File: config.mk
export PLATFORM = sky130hd
export DESIGN_NAME = ubm_top
export DESIGN_NICKNAME = d
export VERILOG_FILES = /design/src/inc/ubm_pkg.sv /design/src/logic/ubm_match.sv /design/src/logic/ubm_pulse.sv /design/src/logic/ubm_top.sv
export VERILOG_INCLUDE_DIRS = /design/src /design/src/inc
export SDC_FILE = /design/constraint.sdc
export NUM_CORES = 1
export LEC_CHECK = 0
export BUFFER_PORTS_ARGS = -buffer_cell sky130_fd_sc_hd__buf_2
export CORE_AREA = 4 4 149 94
export DETAILED_ROUTE_END_ITERATION = 16
export DIE_AREA = 0 0 153 98
export GPL_TIMING_DRIVEN = 0
export PLACE_DENSITY = 0.67
export SETUP_SLACK_MARGIN = 0.05
export SLEW_MARGIN = 5
export SYNTH_ARGS = -nofsm -noshare
export SYNTH_HDL_FRONTEND = slang
export SYNTH_SLANG_ARGS = --single-unit
File: constraint.sdc
create_clock -name clk -period 5 [get_ports clk]
set_input_delay 1 -clock clk [delete_from_list [all_inputs] [get_ports clk]]
set_output_delay 1 -clock clk [all_outputs]
set_load 0.005 [all_outputs]
File: src/inc/ubm_cfg.svh
// Constants of the bus cycle break matcher: register offsets, field
// positions, reset values and trigger pulse widths.
// Assumes a 32-bit APB with byte addresses on paddr[7:0].
`ifndef UBM_CFG_SVH
`define UBM_CFG_SVH

// Register byte offsets
`define UBM_OFF_ADDR_HI   8'h00
`define UBM_OFF_ADDR_LO   8'h04
`define UBM_OFF_IGN_HI    8'h08
`define UBM_OFF_IGN_LO    8'h0C
`define UBM_OFF_CYC_SEL   8'h10
`define UBM_OFF_OUT_CTRL  8'h14
`define UBM_OFF_STATUS    8'h18

// Writable masks and reset values
`define UBM_CYC_SEL_MASK  16'h00FF
`define UBM_OUT_CTRL_MASK 16'h0007
`define UBM_RESET_VALUE   16'h0000

// Field positions in the cycle select register
`define UBM_SRC_LSB       6
`define UBM_KIND_LSB      4
`define UBM_DIR_LSB       2
`define UBM_SIZE_LSB      0
// Field positions in the output control register
`define UBM_PW_LSB        1
`define UBM_INHIBIT_BIT   0

// Operand size codes seen on the bus monitor
`define UBM_SIZE_WORD     2'h2

// Trigger low time in phi cycles
`define UBM_PW_DIV1       5'h01
`define UBM_PW_DIV4       5'h04
`define UBM_PW_DIV8       5'h08
`define UBM_PW_DIV16      5'h10

`endif

File: src/inc/ubm_pkg.sv
// Types shared by the bus cycle break matcher modules.
// Constants live in ubm_cfg.svh.
package ubm_pkg;

  typedef enum logic {
    UBM_PULSE_IDLE,
    UBM_PULSE_LOW
  } ubm_pulse_st_t;

  typedef struct packed {
    ubm_pulse_st_t st;
    logic [4:0]    remain;
    logic          trig_n;
  } ubm_pulse_t;

  typedef struct packed {
    logic [15:0] addr_hi;
    logic [15:0] addr_lo;
    logic [15:0] ign_hi;
    logic [15:0] ign_lo;
    logic [15:0] cyc_sel;
    logic [15:0] out_ctrl;
    logic [31:0] prdata;
    logic        pready;
    logic        pslverr;
    logic        irq_req;
    logic        hit_second;
    logic        trig_start;
  } ubm_state_t;

endpackage

File: src/logic/ubm_match.sv
// Combinational break condition judge for one observed bus cycle.
// Assumes the bus monitor inputs are stable while cyc_valid is high.
`timescale 1ns/1ps
`include "ubm_cfg.svh"
module ubm_match (
  input  wire logic [31:0] cmp_addr,
  input  wire logic [31:0] ign_bits,
  input  wire logic [7:0]  cyc_sel,
  input  wire logic        cyc_valid,
  input  wire logic        cyc_dma,
  input  wire logic        cyc_fetch,
  input  wire logic        cyc_write,
  input  wire logic [1:0]  cyc_size,
  input  wire logic [31:0] cyc_addr,
  input  wire logic        cyc_dual_fetch,
  output logic             hit_first,
  output logic             hit_second
);

  // A two-bit select enables the low or the high alternative; 00 enables none
  function automatic logic sel_hit(input logic [1:0] sel, input logic lo_alt,
                                   input logic hi_alt);
    sel_hit = (sel[0] & lo_alt) | (sel[1] & hi_alt);
  endfunction

  logic [1:0]  src_sel;
  logic [1:0]  kind_sel;
  logic [1:0]  dir_sel;
  logic [1:0]  size_sel;
  logic [1:0]  eff_size;
  logic        attr_ok;
  logic [31:0] second_addr;

  assign src_sel  = cyc_sel[`UBM_SRC_LSB+1:`UBM_SRC_LSB];
  assign kind_sel = cyc_sel[`UBM_KIND_LSB+1:`UBM_KIND_LSB];
  assign dir_sel  = cyc_sel[`UBM_DIR_LSB+1:`UBM_DIR_LSB];
  assign size_sel = cyc_sel[`UBM_SIZE_LSB+1:`UBM_SIZE_LSB];

  // Fetches are word size even when two arrive in one cycle
  assign eff_size = cyc_fetch ? `UBM_SIZE_WORD : cyc_size;

  // Zero in any of the three select groups leaves attr_ok low
  assign attr_ok = cyc_valid
                 & sel_hit(src_sel, ~cyc_dma, cyc_dma)
                 & sel_hit(kind_sel, cyc_fetch, ~cyc_fetch)
                 & sel_hit(dir_sel, ~cyc_write, cyc_write)
                 & ((size_sel == 2'h0) | (size_sel == eff_size));

  // Second instruction of a 32-bit fetch starts two bytes on
  assign second_addr = {cyc_addr[31:2], 2'h2};

  assign hit_first  = attr_ok & (((cyc_addr ^ cmp_addr) & ~ign_bits) == 32'h0);
  assign hit_second = attr_ok & cyc_fetch & cyc_dual_fetch
                    & (((second_addr ^ cmp_addr) & ~ign_bits) == 32'h0);
endmodule

File: src/logic/ubm_pulse.sv
// Active-low trigger pulse generator with a selectable low time.
// Assumes start is a one-cycle pulse; a new start restarts the pulse.
`timescale 1ns/1ps
`include "ubm_cfg.svh"
module ubm_pulse (
  input  wire logic       clk,
  input  wire logic       resetn,
  input  wire logic       clr,
  input  wire logic       start,
  input  wire logic [1:0] width_sel,
  output logic            trig_n
);

  ubm_pkg::ubm_pulse_t s_reg;
  ubm_pkg::ubm_pulse_t s_next;
  logic [4:0]          width;

  // Low time in phi cycles for each select code
  always_comb begin
    case (width_sel)
      2'h0:    width = `UBM_PW_DIV1;
      2'h1:    width = `UBM_PW_DIV4;
      2'h2:    width = `UBM_PW_DIV8;
      default: width = `UBM_PW_DIV16;
    endcase
  end

  // Counting down the low time; remain holds cycles still to go
  always_comb begin
    s_next = s_reg;
    if (clr) begin
      s_next.st     = ubm_pkg::UBM_PULSE_IDLE;
      s_next.remain = 5'h00;
      s_next.trig_n = 1'b1;
    end else if (start) begin
      s_next.st     = ubm_pkg::UBM_PULSE_LOW;
      s_next.remain = width - 5'h01;
      s_next.trig_n = 1'b0;
    end else begin
      case (s_reg.st)
        ubm_pkg::UBM_PULSE_IDLE: begin
          s_next.trig_n = 1'b1;
        end
        ubm_pkg::UBM_PULSE_LOW: begin
          if (s_reg.remain == 5'h00) begin
            s_next.st     = ubm_pkg::UBM_PULSE_IDLE;
            s_next.trig_n = 1'b1;
          end else begin
            s_next.remain = s_reg.remain - 5'h01;
          end
        end
        default: begin
          s_next.st     = ubm_pkg::UBM_PULSE_IDLE;
          s_next.trig_n = 1'b1;
        end
      endcase
    end
  end

  always_ff @(posedge clk or negedge resetn) begin
    if (!resetn) begin
      s_reg.st     <= ubm_pkg::UBM_PULSE_IDLE;
      s_reg.remain <= 5'h00;
      s_reg.trig_n <= 1'b1;
    end else begin
      s_reg <= s_next;
    end
  end

  assign trig_n = s_reg.trig_n;
endmodule

File: src/logic/ubm_top.sv
// Bus cycle break matcher: APB register file, break judge, pending
// interrupt request and trigger output.
// Assumes the bus monitor inputs are synchronous to clk and that the
// interrupt controller pulses irq_ack when it takes the request.
//
// Chosen here: the APB register port and the register addresses.
`timescale 1ns/1ps
`include "ubm_cfg.svh"
module ubm_top (
  input  wire logic        clk,
  input  wire logic        resetn,
  input  wire logic        module_standby,
  input  wire logic        psel,
  input  wire logic        penable,
  input  wire logic        pwrite,
  input  wire logic [7:0]  paddr,
  input  wire logic [31:0] pwdata,
  input  wire logic [3:0]  pstrb,
  output logic      [31:0] prdata,
  output logic             pready,
  output logic             pslverr,
  input  wire logic        cyc_valid,
  input  wire logic        cyc_dma,
  input  wire logic        cyc_fetch,
  input  wire logic        cyc_write,
  input  wire logic [1:0]  cyc_size,
  input  wire logic [31:0] cyc_addr,
  input  wire logic        cyc_dual_fetch,
  input  wire logic        irq_ack,
  output logic             irq_req,
  output logic             break_on_second,
  output logic             match_trigger_out_n
);

  ubm_pkg::ubm_state_t s_reg;
  ubm_pkg::ubm_state_t s_next;

  logic        hit_first;
  logic        hit_second;
  logic        hit_any;
  logic        setup_phase;
  logic        access_phase;
  logic        do_write;
  logic        addr_known;
  logic [15:0] wr_half;
  logic [31:0] rd_word;

  // Merge a written halfword into its register under the byte strobes
  function automatic logic [15:0] merge16(input logic [15:0] old,
                                          input logic [15:0] wdat,
                                          input logic [1:0]  strb,
                                          input logic [15:0] wmask);
    logic [15:0] lane;
    lane   = {{8{strb[1]}}, {8{strb[0]}}} & wmask;
    merge16 = (old & ~lane) | (wdat & lane);
  endfunction

  // Offset decode, used for the error answer, which also blocks the write
  function automatic logic known_offset(input logic [7:0] a);
    case (a)
      `UBM_OFF_ADDR_HI,
      `UBM_OFF_ADDR_LO,
      `UBM_OFF_IGN_HI,
      `UBM_OFF_IGN_LO,
      `UBM_OFF_CYC_SEL,
      `UBM_OFF_OUT_CTRL,
      `UBM_OFF_STATUS:  known_offset = 1'b1;
      default:          known_offset = 1'b0;
    endcase
  endfunction

  // Break judge on the current bus cycle, against live settings
  ubm_match u_match (
    .cmp_addr       ({s_reg.addr_hi, s_reg.addr_lo}),
    .ign_bits       ({s_reg.ign_hi, s_reg.ign_lo}),
    .cyc_sel        (s_reg.cyc_sel[7:0]),
    .cyc_valid      (cyc_valid),
    .cyc_dma        (cyc_dma),
    .cyc_fetch      (cyc_fetch),
    .cyc_write      (cyc_write),
    .cyc_size       (cyc_size),
    .cyc_addr       (cyc_addr),
    .cyc_dual_fetch (cyc_dual_fetch),
    .hit_first      (hit_first),
    .hit_second     (hit_second)
  );

  assign hit_any = hit_first | hit_second;

  // Trigger pulse starts one edge after the edge that raises the request
  ubm_pulse u_pulse (
    .clk       (clk),
    .resetn    (resetn),
    .clr       (module_standby),
    .start     (s_reg.trig_start),
    .width_sel (s_reg.out_ctrl[`UBM_PW_LSB+1:`UBM_PW_LSB]),
    .trig_n    (match_trigger_out_n)
  );

  // APB phases; a write lands only on the access edge with pready high
  assign setup_phase  = psel & ~penable;
  assign access_phase = psel & penable & s_reg.pready;
  assign do_write     = access_phase & pwrite & ~s_reg.pslverr;
  assign addr_known   = known_offset(paddr);
  assign wr_half      = pwdata[15:0];

  // Read mux; reserved bits are stored as zero so they read zero
  always_comb begin
    case (paddr)
      `UBM_OFF_ADDR_HI:  rd_word = {16'h0000, s_reg.addr_hi};
      `UBM_OFF_ADDR_LO:  rd_word = {16'h0000, s_reg.addr_lo};
      `UBM_OFF_IGN_HI:   rd_word = {16'h0000, s_reg.ign_hi};
      `UBM_OFF_IGN_LO:   rd_word = {16'h0000, s_reg.ign_lo};
      `UBM_OFF_CYC_SEL:  rd_word = {16'h0000, s_reg.cyc_sel};
      `UBM_OFF_OUT_CTRL: rd_word = {16'h0000, s_reg.out_ctrl};
      `UBM_OFF_STATUS:   rd_word = {30'h0, s_reg.hit_second, s_reg.irq_req};
      default:           rd_word = 32'h00000000;
    endcase
  end

  // Whole next state of the block
  always_comb begin
    s_next = s_reg;

    // Zero-wait slave: answer is armed in setup, given in access
    s_next.pready  = 1'b0;
    s_next.pslverr = 1'b0;
    if (setup_phase) begin
      s_next.pready  = 1'b1;
      s_next.pslverr = ~addr_known;
      s_next.prdata  = pwrite ? 32'h00000000 : rd_word;
    end

    if (do_write) begin
      case (paddr)
        `UBM_OFF_ADDR_HI: begin
          s_next.addr_hi = merge16(s_reg.addr_hi, wr_half, pstrb[1:0], 16'hFFFF);
        end
        `UBM_OFF_ADDR_LO: begin
          s_next.addr_lo = merge16(s_reg.addr_lo, wr_half, pstrb[1:0], 16'hFFFF);
        end
        `UBM_OFF_IGN_HI: begin
          s_next.ign_hi = merge16(s_reg.ign_hi, wr_half, pstrb[1:0], 16'hFFFF);
        end
        `UBM_OFF_IGN_LO: begin
          s_next.ign_lo = merge16(s_reg.ign_lo, wr_half, pstrb[1:0], 16'hFFFF);
        end
        `UBM_OFF_CYC_SEL: begin
          // Reserved bits 15:8 cannot be set
          s_next.cyc_sel = merge16(s_reg.cyc_sel, wr_half, pstrb[1:0],
                                   `UBM_CYC_SEL_MASK);
        end
        `UBM_OFF_OUT_CTRL: begin
          // Reserved bits 15:3 cannot be set
          s_next.out_ctrl = merge16(s_reg.out_ctrl, wr_half, pstrb[1:0],
                                    `UBM_OUT_CTRL_MASK);
        end
        default: begin
          s_next.addr_hi = s_reg.addr_hi;
        end
      endcase
    end

    // A match fires the trigger unless module standby is high; the inhibit bit gates only the request
    s_next.trig_start = hit_any;
    if (hit_any) begin
      s_next.hit_second = hit_second & ~hit_first;
    end

    // Request stays pending until taken; a new match beats the ack unless the inhibit bit is set
    if (hit_any & ~s_reg.out_ctrl[`UBM_INHIBIT_BIT]) begin
      s_next.irq_req = 1'b1;
    end else if (irq_ack) begin
      s_next.irq_req = 1'b0;
    end

    // Module standby wipes settings and pending state like power-on
    if (module_standby) begin
      s_next.addr_hi    = `UBM_RESET_VALUE;
      s_next.addr_lo    = `UBM_RESET_VALUE;
      s_next.ign_hi     = `UBM_RESET_VALUE;
      s_next.ign_lo     = `UBM_RESET_VALUE;
      s_next.cyc_sel    = `UBM_RESET_VALUE;
      s_next.out_ctrl   = `UBM_RESET_VALUE;
      s_next.irq_req    = 1'b0;
      s_next.hit_second = 1'b0;
      s_next.trig_start = 1'b0;
    end
  end

  // Power-on reset; software standby has no input so contents survive it
  always_ff @(posedge clk or negedge resetn) begin
    if (!resetn) begin
      s_reg.addr_hi    <= `UBM_RESET_VALUE;
      s_reg.addr_lo    <= `UBM_RESET_VALUE;
      s_reg.ign_hi     <= `UBM_RESET_VALUE;
      s_reg.ign_lo     <= `UBM_RESET_VALUE;
      s_reg.cyc_sel    <= `UBM_RESET_VALUE;
      s_reg.out_ctrl   <= `UBM_RESET_VALUE;
      s_reg.prdata     <= 32'h00000000;
      s_reg.pready     <= 1'b0;
      s_reg.pslverr    <= 1'b0;
      s_reg.irq_req    <= 1'b0;
      s_reg.hit_second <= 1'b0;
      s_reg.trig_start <= 1'b0;
    end else begin
      s_reg <= s_next;
    end
  end

  assign prdata          = s_reg.prdata;
  assign pready          = s_reg.pready;
  assign pslverr         = s_reg.pslverr;
  assign irq_req         = s_reg.irq_req;
  assign break_on_second = s_reg.hit_second;
endmodule

==> results.md <==
- Top area cells in the synthesized netlist: dfrtp_1 (46%), mux4_2 (6.1%), mux2i_1 (5.2%)
- Final Wtd Congestion: between 0.9 and 1
- Worst slew margin: around a quarter
- Clock slew at reported path FFs: 70 ps
- CTS tree: done
- DRT iter0 DRCs: between 400 and 500
- Via Count: 4925
- TritonCTS Buffers: 9
- Synth unique cells: 51
- Non-Filler Instances: 848
- Final setup fails: 0
- Hold_buf cts: 0
- Die width: 153 um
- Post-Syn Instances: 557
- CP startpoint kind: input pin
- Area after DPL: 6320 sq um
- Post-Syn Area: 5580 sq um
- Top FF cell, synth: dfrtp_1
- Hold Slack: 486 ps
- Post-synth top area share: between 40% and 50%
- Synth top cells by count: dfrtp_1 (102), nand2_1 (67), a21oi_1 (57)
- Period Utilization, post-route: 57.6%
- DR pass1 iterations: 5
- Post-CTS Setup Inserts: 0
- Leak Pwr: 3.02 nW
- Vias in the first global route: ~4700
- Worst min path class: reg -> reg
- Yosys reg bits: 103
- Core Util, Final: 52.6%
- Register area: 2580 sq um
- Grt total ovfl: 0
- Max Clk Rate: about 0.35 GHz
- Yosys warning total: 0
- Footprint of the multi-input gates: between 2000 and 3000 sq um
- I/O pin count: 127
- Syn Area/Cell: 10.0 sq um
- P per Cell Area: 258 nW/um^2
- HPWL after DPL: 13200 um
- Top-count cell post-synth: dfrtp_1
- Setup TNS: 0 ps
- Design Area, Final: 6620 sq um
- Final min period: 2880 ps
- Initial antenna violation count: 0
- Drt drc: 0
- First-pass GRT wire length: 27000 um
- Sequential Power Share: about 49%
- Largest fanout on the critical path: 10
- Filler cells: 1163
- Die ar.: 15000 sq um
- Pint: 1.28 mW
- Share of cells above drive strength 1: 26.3%
- Setup CP Type: in -> reg
- Worst skew pair latency: approximately 350 ps
- Area grow syn2layout: 18.7%
- Initial Utilization: ~44%
- Max rail drop VDD: 0.000164 V
- RSZ-0062 raised after global routing: no
- Nets@finish: ~760
- IO Port Bufs: 89
- Post-synthesis sequential area ratio: 46.3%
- Slew @ Worst Pin: 1090 ps
- Status: finished clean
- Crit path DAT: 3080 ps
- Die H: 98 um
- CTS root buf: clkbuf_16
- Total net switching power: 430 uW
- N_diodes: 0
- Wire length per cell: 20.7 um
- Asr flop ratio synth: 100%
- Row cnt: 32
- Worst endpoint required time: roughly 5200 ps
- Max cap viols: 0
- Power consumption: between 1.5 and 2 mW
- Largest net degree at the start of global routing: 56
- Vias/cell: 5.81
- Comb pwr share: 9.2%
- Skew final: 7.47 ps
- Switching Share: 25.2%
- Post-cts resize count: 0
- Setup slack after layout: approximately 2100 ps
- Worst-case clock buffer depth: 2
- H-tree levels: 3
- CORE AREA: around 13000 sq um
- CTS sink count: roughly 100
- Endpoints failing hold: 0
- Final WL: 17600 um
- Clock power share: 42.0%
- Crit path capture type: flop
- Post-DRT Antenna Nets: 0
- Synth area leader: dfrtp_1
- Placed Cells: around 830
- Total track usage: 23.3%
- Max FFs per register: 76
- Final Slew Violations: 0
- Placement Setup Slack: 1870 ps
- Post-synth EDFFs: 0
power by group through the flow:
stage | Clock [mW] | Combinational (mW) | Sequential, mW
6_report | 0.718 | 0.156 | 0.834
5_1_grt | 0.755 | 0.169 | 0.834
4_1_cts | 0.724 | 0.155 | 0.834
3_5_place_dp | 0 | 0.154 | 0.850
3_3_place_gp | 0 | 0.149 | 0.850
2_1_floorplan | 0 | 0.0659 | 0.850
final cells by class:
| type | count | share of cell area (%) |
|---|---|---|
| multi-input cells | 399 | 39.9 |
| flip-flops and latches | 103 | 39.0 |
| repair buffers | 90 | 7.18 |
| plain buffers | 61 | 5.69 |
| clock buffers | 9 | 3.40 |
| well taps | 170 | 3.21 |
| clock inverters | 7 | 1.12 |
| inverters | 9 | 0.510 |
layout by cell type (no fill, tap or decap), types with 3 or more instances in the layout:
cell        count
inv_1           9
xnor2_1        33
mux2i_1        29
buf_2          92
nand3_1        50
clkinvlp_4      4
mux4_2         15
nor3_1          3
clkbuf_16       9
a32o_1          8
nand2_1        67
conb_1         16
mux2_2          5
nor2_1         40
o22ai_1        15
nand4_1         3
clkbuf_1       18
nand2b_1        3
a21oi_1        57
dfrtp_1       102
o21ai_0        10
a22oi_1         6
buf_4          39
metal layers:
layer  wire length [um]  global-route usage, %  vias up
li1                   -                      -     2174
met1               7760                   34.9     2407
met2               7280                   31.9      322
met3               2340                   9.39       22
met4                212                   4.93        0
met5                  0                      0        -
worst paths after layout:
path	depth (start not counted)	to	start	slack, ps
worst max-delay path	8	s_reg[108]	paddr[1]	2120
worst min-delay path	2	prdata[3]	prdata[3]	490
worst max register to register	6	irq_req	s_reg[109]	2710
worst min register to register	2	prdata[3]	prdata[3]	490
max in group asynchronous	2	u_pulse.trig_n	resetn	3560
min in group asynchronous	1	s_reg[103]	resetn	700
cell families after synthesis:
family	share of synthesized area, %
flip-flops	46.3
AO/OA/AOI/OAI	12.5
AND/OR/NAND/NOR	16.2
XOR/XNOR	5.18
buffers and inverters	7.36
multiplexers	12.3
adder cells (fa/ha/maj)	0.224
other	0.0673
critical path, cell delays in order:
cell,delay (ps)
buf_2,110
nor4_2,410
nor3b_4,500
and3_1,250
buf_4,200
nand2_1,320
nand2_1,190
a21oi_1,80
No activity file was read; power rests on OpenSTA's default activity.
